--- config.mk ---
export PLATFORM = sky130hd
export DESIGN_NAME = sbl_loader
export DESIGN_NICKNAME = d
export VERILOG_FILES = /design/src/sbl_pkg.sv /design/src/sbl_loader.sv
export SDC_FILE = /design/constraint.sdc
export NUM_CORES = 1
export LEC_CHECK = 0
export BUFFER_PORTS_ARGS = -buffer_cell sky130_fd_sc_hd__buf_2
export CORE_UTILIZATION = 44
export CTS_CLUSTER_SIZE = 40
export DETAILED_ROUTE_END_ITERATION = 7
export RECOVER_POWER = 50
export SYNTH_ARGS = -nofsm -noshare
export SYNTH_HDL_FRONTEND = slang
export SYNTH_SLANG_ARGS = --single-unit
--- constraint.sdc ---
create_clock -name clk -period 20.3 [get_ports clk]
set_clock_uncertainty 0.2 [all_clocks]
set_input_delay 2.03 -clock clk [delete_from_list [all_inputs] [get_ports clk]]
set_output_delay 2.03 -clock clk [all_outputs]
set_load 0.005 [all_outputs]
--- src/sbl_pkg.sv ---
// Constants, codes and state types shared by the serial boot loader command handler.
`default_nettype none
package sbl_pkg;
	// ************************************************************
	// Protocol byte codes
	// ************************************************************
	localparam logic [7:0] MATCH1_A = 8'h86;
	localparam logic [7:0] MATCH1_B = 8'h30;
	localparam logic [7:0] MATCH2_A = 8'h79;
	localparam logic [7:0] MATCH2_B = 8'hcf;
	localparam logic [7:0] CMD_RAM_LOAD = 8'h60;
	localparam logic [7:0] CMD_FLASH_SUM = 8'h90;
	localparam logic [7:0] ERR_FRAME = 8'ha1;
	localparam logic [7:0] ERR_CMD = 8'ha3;
	localparam logic [7:0] ERR_OVERRUN = 8'h63;
	localparam logic [7:0] SUM_ALL_FF = 8'haa;
	localparam logic [7:0] SUM_NOT_FF = 8'h55;
	localparam logic [7:0] PAD_BYTE = 8'h00;

	// ************************************************************
	// Counts and field positions
	// ************************************************************
	localparam int SBL_CW = 16;
	localparam logic [1:0] ERR_REPEAT = 2'd3;
	localparam logic [3:0] UART_FRAME_BITS = 4'd10;
	localparam logic [3:0] UART_STOP_IDX = 4'd9;
	localparam logic [2:0] PW_ADDR_LAST = 3'd5;
	localparam logic [2:0] PW_CNT_BYTES = 3'd3;
	localparam logic [SBL_CW-1:0] AB_MIN_RUN = 16'd4;

	// ************************************************************
	// Types
	// ************************************************************
	typedef enum logic [12:0] {
		ST_AB_WAIT = 13'h0001, ST_AB_LOW = 13'h0002, ST_AB_HIGH = 13'h0004, ST_AB_SKIP = 13'h0008,
		ST_MATCH2 = 13'h0010, ST_CMD = 13'h0020, ST_PWADDR = 13'h0040, ST_PWSTR = 13'h0080,
		ST_RECS = 13'h0100, ST_TXQ = 13'h0200, ST_JUMP = 13'h0400, ST_DONE = 13'h0800,
		ST_LOCK = 13'h1000
	} sbl_state_t;

	typedef enum logic [1:0] {PH_NONE = 2'd0, PH_PW_STR = 2'd1, PH_RECORD = 2'd2} sbl_phase_t;

	typedef struct packed {
		logic security_on;
		logic pw_blank;
		logic pw_ok;
		logic pw_err;
		logic rec_ok;
		logic rec_err;
		logic [15:0] load_sum;
		logic [15:0] flash_sum;
		logic flash_all_ff;
	} sbl_sys_in_t;

	typedef struct packed {
		logic byte_valid;
		logic [7:0] byte_data;
		sbl_phase_t phase;
		logic [23:0] pw_cnt_addr;
		logic [23:0] pw_cmp_addr;
		logic addr_valid;
		logic jump;
		logic locked;
	} sbl_sys_out_t;

	typedef struct packed {
		sbl_state_t st;
		sbl_state_t ret;
		logic [SBL_CW-1:0] ab_cnt;
		logic [SBL_CW-1:0] ab_run;
		logic ab_ok;
		logic [7:0] ab_byte;
		logic [SBL_CW-1:0] bit_len;
		logic rx_busy;
		logic [SBL_CW-1:0] rx_cnt;
		logic [3:0] rx_idx;
		logic [7:0] rx_sh;
		logic got;
		logic ferr;
		logic [SBL_CW-1:0] tx_cnt;
		logic [3:0] tx_idx;
		logic [9:0] tx_sh;
		logic txd;
		logic [23:0] q;
		logic [1:0] q_left;
		logic [2:0] idx;
		sbl_sys_out_t out;
	} sbl_regs_t;
endpackage : sbl_pkg
`default_nettype wire

--- src/sbl_loader.sv ---
// Serial boot command handler: auto baud, matching bytes, RAM load and flash checksum report.
`timescale 1ns/1ps
`default_nettype none

// Function
// - First matching byte 0x86/0x30 echoed, else silent
// - Bit rate measured from first matching byte
// - Second matching byte 0x79/0xCF echoed, else silent
// - Command 0x60 starts RAM load, echoed
// - Bad command sends error byte thrice, then locks
// - Blank password area skips the password string
// - Bad password address locks until reset
// - Security or password error: silent until reset, except a command framing error sends 0xA1 thrice
// - Framing error during password phase locks
// - Load checksum sent high then low byte
// - After checksum, jump into loaded RAM program
// - Command 0x90 requests flash checksum report
// - Status byte 0xAA if all 0xFF, else 0x55
// - Flash checksum follows, high then low byte
// - After report, await next command byte
module sbl_loader (
	input wire logic clk,
	input wire logic reset,
	input wire logic rxd,
	output logic txd,
	input wire sbl_pkg::sbl_sys_in_t sys_i,
	output sbl_pkg::sbl_sys_out_t sys_o
);
	import sbl_pkg::*;

	sbl_regs_t s;
	sbl_regs_t n;

	// Queues up to three reply bytes; the low byte leaves first.
	function automatic sbl_regs_t push(sbl_regs_t r, logic [23:0] b, logic [1:0] k, sbl_state_t ret);
		sbl_regs_t t;
		t = r;
		t.q = b;
		t.q_left = k;
		t.ret = ret;
		t.st = ST_TXQ;
		return t;
	endfunction : push

	// ************************************************************
	// Next-state logic
	// ************************************************************
	// The receiver only listens once the rate is known, and stops for good on lockout.
	always_comb begin
		logic tx_idle;
		logic rx_on;
		logic [SBL_CW+2:0] hx;
		logic [SBL_CW+2:0] l2;
		logic is86;
		logic is30;
		n = s;
		tx_idle = (s.tx_cnt == '0) && (s.tx_idx == '0);
		rx_on = (s.st == ST_MATCH2) || (s.st == ST_CMD) || (s.st == ST_PWADDR) || (s.st == ST_PWSTR)
			|| (s.st == ST_RECS) || (s.st == ST_TXQ);
		hx = {3'b000, s.ab_cnt};
		l2 = '0;
		is86 = 1'b0;
		is30 = 1'b0;
		n.got = 1'b0;
		n.out.byte_valid = 1'b0;
		n.out.addr_valid = 1'b0;
		n.out.jump = 1'b0;

		// Transmitter: ten bit times per frame at the measured rate.
		if (s.tx_cnt != '0) begin
			n.tx_cnt = s.tx_cnt - 1'b1;
		end else if (s.tx_idx != '0) begin
			n.txd = s.tx_sh[0];
			n.tx_sh = {1'b1, s.tx_sh[9:1]};
			n.tx_idx = s.tx_idx - 1'b1;
			n.tx_cnt = s.bit_len - 1'b1;
		end

		// Receiver: sample mid-bit; a high start sample is a glitch and is dropped.
		if (!rx_on) begin
			n.rx_busy = 1'b0;
		end else if (!s.rx_busy) begin
			if (!rxd) begin
				n.rx_busy = 1'b1;
				n.rx_cnt = {1'b0, s.bit_len[SBL_CW-1:1]};
				n.rx_idx = '0;
			end
		end else if (s.rx_cnt != '0) begin
			n.rx_cnt = s.rx_cnt - 1'b1;
		end else begin
			n.rx_cnt = s.bit_len - 1'b1;
			n.rx_idx = s.rx_idx + 1'b1;
			if (s.rx_idx == '0) begin
				if (rxd) begin
					n.rx_busy = 1'b0;
				end
			end else if (s.rx_idx == UART_STOP_IDX) begin
				n.rx_busy = 1'b0;
				n.got = 1'b1;
				n.ferr = !rxd;
			end else begin
				n.rx_sh = {rxd, s.rx_sh[7:1]};
			end
		end

		// Command sequencer.
		case (s.st)
			ST_AB_WAIT: begin
				if (!rxd) begin
					n.st = ST_AB_LOW;
					n.ab_cnt = 16'd1;
				end
			end
			ST_AB_LOW: begin
				if (rxd) begin
					n.ab_run = s.ab_cnt;
					n.ab_cnt = 16'd1;
					n.st = ST_AB_HIGH;
				end else if (&s.ab_cnt) begin
					n.st = ST_AB_WAIT;
				end else begin
					n.ab_cnt = s.ab_cnt + 1'b1;
				end
			end
			ST_AB_HIGH: begin
				// Both codes have a two-bit high run after the first low run; 0x86 has a
				// two-bit low run, 0x30 a five-bit one. Accept 0x86 within a quarter, 0x30 within a fifth.
				if (!rxd) begin
					l2 = {2'b00, s.ab_run, 1'b0};
					is86 = (l2 >= hx + (hx >> 1)) && (l2 <= (hx << 1) + (hx >> 1));
					is30 = (l2 >= (hx << 2)) && (l2 <= (hx << 2) + (hx << 1));
					n.ab_ok = (is86 || is30) && (s.ab_cnt >= AB_MIN_RUN);
					n.ab_byte = is86 ? MATCH1_A : MATCH1_B;
					if ((is86 || is30) && (s.ab_cnt >= AB_MIN_RUN)) begin
						n.bit_len = {1'b0, s.ab_cnt[SBL_CW-1:1]};
					end
					n.ab_run = s.ab_cnt;
					n.ab_cnt = '0;
					n.st = ST_AB_SKIP;
				end else if (&s.ab_cnt) begin
					n.st = ST_AB_WAIT;
				end else begin
					n.ab_cnt = s.ab_cnt + 1'b1;
				end
			end
			ST_AB_SKIP: begin
				// Wait out the frame: no high run inside it exceeds two bit times.
				if (!rxd) begin
					n.ab_cnt = '0;
				end else if ({1'b0, s.ab_cnt} >= {1'b0, s.ab_run} + {2'b00, s.ab_run[SBL_CW-1:1]}) begin
					if (s.ab_ok) begin
						n = push(n, {16'h0000, s.ab_byte}, 2'd1, ST_MATCH2);
					end else begin
						n.st = ST_AB_WAIT;
					end
				end else begin
					n.ab_cnt = s.ab_cnt + 1'b1;
				end
			end
			ST_MATCH2: begin
				if (s.got && !s.ferr && (s.rx_sh == MATCH2_A || s.rx_sh == MATCH2_B)) begin
					n = push(n, {16'h0000, s.rx_sh}, 2'd1, ST_CMD);
				end
			end
			ST_CMD: begin
				if (s.got) begin
					if (s.ferr) begin
						n = push(n, {3{ERR_FRAME}}, ERR_REPEAT, ST_LOCK);
					end else if (sys_i.security_on) begin
						n.st = ST_LOCK;
					end else if (s.rx_sh == CMD_RAM_LOAD) begin
						n = push(n, {16'h0000, CMD_RAM_LOAD}, 2'd1, ST_PWADDR);
						n.idx = '0;
					end else if (s.rx_sh == CMD_FLASH_SUM) begin
						// Status, then checksum high, then low; the handler then waits again.
						n = push(n, {sys_i.flash_sum[7:0], sys_i.flash_sum[15:8],
							sys_i.flash_all_ff ? SUM_ALL_FF : SUM_NOT_FF}, 2'd3, ST_CMD);
					end else begin
						n = push(n, {3{ERR_CMD}}, ERR_REPEAT, ST_LOCK);
					end
				end
			end
			ST_PWADDR: begin
				if (s.got) begin
					if (s.ferr) begin
						n.st = ST_LOCK;
					end else begin
						if (s.idx < PW_CNT_BYTES) begin
							n.out.pw_cnt_addr = {s.out.pw_cnt_addr[15:0], s.rx_sh};
						end else begin
							n.out.pw_cmp_addr = {s.out.pw_cmp_addr[15:0], s.rx_sh};
						end
						n.idx = s.idx + 1'b1;
						if (s.idx == PW_ADDR_LAST) begin
							n.out.addr_valid = 1'b1;
							n.st = sys_i.pw_blank ? ST_RECS : ST_PWSTR;
						end
					end
				end
			end
			ST_PWSTR: begin
				if (sys_i.pw_err || (s.got && s.ferr)) begin
					n.st = ST_LOCK;
				end else if (sys_i.pw_ok) begin
					n.st = ST_RECS;
				end else if (s.got) begin
					n.out.byte_valid = 1'b1;
					n.out.byte_data = s.rx_sh;
				end
			end
			ST_RECS: begin
				if (sys_i.pw_err || sys_i.rec_err || (s.got && s.ferr)) begin
					n.st = ST_LOCK;
				end else if (sys_i.rec_ok) begin
					n = push(n, {PAD_BYTE, sys_i.load_sum[7:0], sys_i.load_sum[15:8]}, 2'd2, ST_JUMP);
				end else if (s.got) begin
					n.out.byte_valid = 1'b1;
					n.out.byte_data = s.rx_sh;
				end
			end
			ST_TXQ: begin
				// A byte landing while a reply other than an error or the load checksum is leaving means the controller overran us.
				if (s.got && s.ret != ST_LOCK && s.ret != ST_JUMP) begin
					n = push(n, {3{ERR_OVERRUN}}, ERR_REPEAT, ST_LOCK);
				end else if (tx_idle && s.q_left != '0) begin
					n.tx_sh = {1'b1, s.q[7:0], 1'b0};
					n.tx_idx = UART_FRAME_BITS;
					n.tx_cnt = '0;
					n.q = {8'h00, s.q[23:8]};
					n.q_left = s.q_left - 1'b1;
				end else if (tx_idle) begin
					n.st = s.ret;
				end
			end
			ST_JUMP: begin
				n.out.jump = 1'b1;
				n.st = ST_DONE;
			end
			ST_DONE: begin
				n.st = ST_DONE;
			end
			ST_LOCK: begin
				n.st = ST_LOCK;
			end
			default: begin
				n.st = ST_LOCK;
			end
		endcase
		n.out.phase = (n.st == ST_PWSTR) ? PH_PW_STR : (n.st == ST_RECS) ? PH_RECORD : PH_NONE;
		n.out.locked = (n.st == ST_LOCK);
	end

	// ************************************************************
	// State register
	// ************************************************************
	// Only the reset pin leaves the lockout state.
	always_ff @(posedge clk or posedge reset) begin
		if (reset) begin
			s <= '0;
			s.st <= ST_AB_WAIT;
			s.ret <= ST_AB_WAIT;
			s.txd <= 1'b1;
		end else begin
			s <= n;
		end
	end

	assign txd = s.txd;
	assign sys_o = s.out;
endmodule : sbl_loader
`default_nettype wire

### Word level (Yosys, flattened, before mapping)

Index checks and enable logic that the tools add are counted.

* add/sub/neg operators: 12
* $lt $le $gt $ge: 7
* eq/ne operators: 45
* muxes and demuxes: 89
* bitwise operators: 8
* reductions and logical operators: 48

Operators by type and width (count)
* $mux 236: 4
* $mux 223: 4
* $pmux 88 s5: 1
* $mux 194: 2
* $pmux 49 s5: 1
* $mux 13: 14
* $mux 174: 1
* $mux 16: 10
* $pmux 25 s6: 1
* $pmux 13 s11: 1
* $pmux 16 s8: 1
* $pmux 16 s7: 1
* $mux 26: 4
* $mux 101: 1
* $mux 49: 2
* $mux 30: 3
* $pmux 13 s5: 1
* $mux 21: 3
* $mux 31: 2
* $mux 24: 2
* $reduce_and 8->1: 6
* $sub 16x1->16 const B: 3
* $mux 9: 5
* $pmux 9 s5: 1
* other kinds (62): 135

* register bits after elaboration: 236
* input bits: 42
* word-level logic and storage cells: 237

### Longest topological paths before layout

* depth after elaboration: 19
* depth in mapped cells: 20
* mapped depth without buffers: 19

### Worst setup path before layout

Ideal clock, no wire load.

* kind: register -> register
* start: register s[195] in the netlist's numbering
* end: register s[155] in the netlist's numbering
* setup time: 0.125 ns
* arrival: 4.450 ns
* data required time: 19.975 ns
* slack: 15.526 ns
* stages on the path, launching flop included: 21
* path through: dfrtp_1 -> ha_1 -> fa_1 -> a211o_1 -> a21oi_1 -> o211ai_1 -> a21oi_1 -> nor2b_1 -> o21ai_0 -> nand2b_1 -> xnor2_1 -> ha_1 -> a21o_1 -> a21o_1 -> a21oi_1 -> o21a_1 -> o41ai_1 -> nor3b_1 -> nor2_1 -> buf_2 -> mux2_2

* word-level cells in the longest chain between the ends: 6
* elaborated cells on any way between the ends: 13
* classes of those cells: add/sub: 3; order compare: 5; reduce/logical: 5

Ends and longest elaborated chain
* start: declaration: line sbl_loader.sv:31 `sbl_regs_t s;`
* start signal: assignment: line sbl_loader.sv:264 `s <= n;`
* $add 18x17->19 (tied with other cells): line sbl_loader.sv:131 `is30 = (l2 >= (hx << 2)) && (l2 <= (hx << 2) + (hx << 1));`
* $le 17x19->1 (tied with other cells): line sbl_loader.sv:131
* $logic_and 1x1->1 (on tied branches): line sbl_loader.sv:131, sbl_loader.sv:130
* $logic_or 1x1->1: line sbl_loader.sv:134 `if ((is86 || is30) && (s.ab_cnt >= AB_MIN_RUN)) begin`
* $logic_and 1x1->1 *: line sbl_loader.sv:134
* $reduce_and 8->1 (no source line) *

Mark *: on every way between the ends. The rest lies on a longest branch, timed or not.
A chain may end at the register's enable or synchronous reset.

==> impl_metrics.csv <==
group,metric,value,unit
outcome,outcome,"complete, but fails checks",
outcome,violations,"capacitance limit, slew limit",
power,p_total,1.011,mW
floorplan,row_count,68,
cts,cts_buffer_depth,3,
floorplan,coreArea,34710,um^2
synth,syn_avg_cell_area,9.205,um^2
timing,min_period,7574,ps
worst_setup_path,critPathMaxFanout,88,
placed_design,dp_cells,2149,
final_layout,fin_nets,1915,
synth,ys_types,83,
synth,seq_area_frac_synth,35.63,%
timing,fin_crit_sh,37.31,%
cts,cts_max_level,1,
drt,via_per_inst,5.874,
power,vdd_drop_max,0.05519,mV
power,leakagePower,8.168,nW
floorplan,die_y,190.3,um
placed_design,gp_routability_congestion,0.8949,
timing,slew_viol_final,227,
cts,post_cts_resized,0,
drt,routedWlPerCell,19.32,um
timing,slew_headroom,-164.5,%
global_route,grt_pass1_wl,67820,um
cts,clock_latency,550,ps
placed_design,io_buffers,104,
final_layout,final_cells,2197,
min_path,hold_start,"txd$_DFFE_PP1P_",
global_route,grt_max_degree,89,
worst_setup_path,cp-end-kind,"asynchronous set/reset pin",
synth,netlist_area,15600,um^2
final_layout,final_cell_mix,"dfrtp_1 (219), nand2_1 (157), ha_1 (148)",
min_path,worstHoldEndpoint,"txd$_DFFE_PP1P_",
final_layout,drive_gt1_share,12.46,%
synth,synth_cells,1695,
worst_setup_path,ff2ff_path_depth,17,
floorplan,start_util,44.95,%
synth,synth.top_cell.area_share,35.12,%
global_route,overflow,0,
floorplan,die_area,36220,um^2
final_layout,area_growth,8.340,%
min_path,hold_depth,2,
synth,yosysWarnings,0,
global_route,antenna_found_initial,0,
cts,root_buffer,"clkbuf_16",
synth,yosys.area.top_type,"dfrtp_1",
drt,wl,42440,um
drt,vias,12910,
run,cap_violations,3,
cts,cts_hold_buffers,0,
cts,cts_tree,"built",
timing,fmax,132.0,MHz
worst_setup_path,r2r_start,"s[195]$_DFFE_PP0P_",
drt,drtPass1Iterations,7,
timing,setup_viol,0,
min_path,hold_path_class,"reg -> reg",
worst_setup_path,startpoint_type,"primary input",
floorplan,io_pins,105,
worst_setup_path,rr_endpoint,"s[161]$_DFFE_PP0P_",
worst_setup_path,rrSetupSlack,14970,ps
worst_setup_path,critPathRequiredTime,19890,ps
synth,synth-edff-count,0,
timing,hold_viol,0,
synth,synth-seq-cells,222,
power,power_density,59.82,nW/um^2
timing,fin_setup_tns,0,ps
cts,cts_setup_buffers,0,
worst_setup_path,worst_ep_arrival_time,7160,ps
floorplan,die_w,190.3,um
cts,cts_buffers,26,
final_layout,fin_util,48.70,%
global_route,grt_pass1_vias,12300,
worst_setup_path,crit_start,"reset",
cts,clock_sink_count,222,
drt,drc,0,
synth,synth_nets,1888,
placed_design,dp_hpwl,31700,um
drt,final_antenna_net_count,0,
synth,ys.flop_type,"dfrtp_1",
synth,synth.area.top_cells,"dfrtp_1 (35%), ha_1 (12%), mux2_2 (5.2%), o21ai_0 (4.5%), nand2_1 (3.8%)",
synth,ys_async_sr_fraction,100.0,%
cts,clk_pin_slew,60,ps
final_layout,layout_commonest_cell,"dfrtp_1",
timing,tightest_slew,3946,ps
drt,drtIter0Drc,930,
global_route,grt_usage,23.40,%
final_layout,antenna_cells,0,
timing,rsz0062_at_grt,"no",
worst_setup_path,criticalPathCategory,"in -> async",
-- critical path, cell delays in order --
cell	delay, ps
buf_2	100
clkinvlp_2	2180
clkbuf_1	2750
-- state kept, by name, indices dropped and copies added, names as in the netlist --
name / count
txd: 1
s: 159
sys_o: 62
-- cells in the mapped netlist (16+ instances only) --
master    number
nand2_1      157
dfrtp_1      219
inv_1         70
a21oi_1      112
nand3_1       42
clkbuf_1      44
xnor2_1       37
or3_1         16
nor4_1        19
buf_4         63
mux2_2        72
nor2_1       108
mux2i_1       21
a21o_1        25
nand4_1       23
nand2b_1      20
o21ai_0      141
xor2_1        29
nor3_1        33
ha_1         148
o22ai_1       17
nor2b_1       22
-- cells by family (layout without fill, tap and decap cells) --
| group | Yosys count | count (layout) | share of synthesized area (%) |
|---|---|---|---|
| compound gates | 443 | 443 | 17.68 |
| xor+xnor | 66 | 66 | 3.705 |
| fa+ha+maj | 151 | 151 | 12.25 |
| buf+inv | 187 | 234 | 6.159 |
| flops | 222 | 222 | 35.63 |
| mux | 104 | 104 | 7.602 |
| simple gates | 522 | 522 | 16.97 |
-- final cells by class --
type                            instances  area (um^2)
Timing Repair Buffer                  114        528.0
Inverter                               72        271.5
Tap cell                              455        569.3
Clock inverter                         13        203.9
Multi-Input combinational cell       1286         9067
Sequential cell                       222         5559
Fill cell                            3346        17810
Clock buffer                           35        704.4
-- layer usage --
layer	global-route usage [%]	wire length, um
met4	7.292	1207
met5	0	0
met1	32.90	19540
met2	37.55	19630
met3	2.632	2058
-- metrics by stage --
step	hold slack (ps)	setup slack, ps	cell area (um^2)
6_report	253.1	12730	16900
5_1_grt	274.4	11380	16900
4_1_cts	257.6	15030	17000
3_5_place_dp	247.9	15060	16090
3_3_place_gp	245.5	15150	16090
2_1_floorplan	238.3	12000	15600
-- power breakdown --
part / total (mW) / internal (mW) / leakage [nW] / switching [mW]
clock: 0.498 / 0.307 / 0.444 / 0.191
combinational: 0.0644 / 0.0236 / 4.81 / 0.0408
sequential: 0.449 / 0.444 / 2.92 / 0.00499
-- worst max-delay path by stage --
stage                                end  cells after the start  slack [ps]
floorplan               s[100]$_DFF_PP0_                      1       12000
global placement      s[157]$_DFFE_PP0P_                     17       15150
global route        sys_o[8]$_DFFE_PP0P_                      3       11380
finish                  s[231]$_DFF_PP0_                      3       12730
CTS                   s[161]$_DFFE_PP0P_                     17       15030
detailed placement    s[155]$_DFFE_PP0P_                     17       15060
No activity file was read; power rests on OpenSTA's default activity.
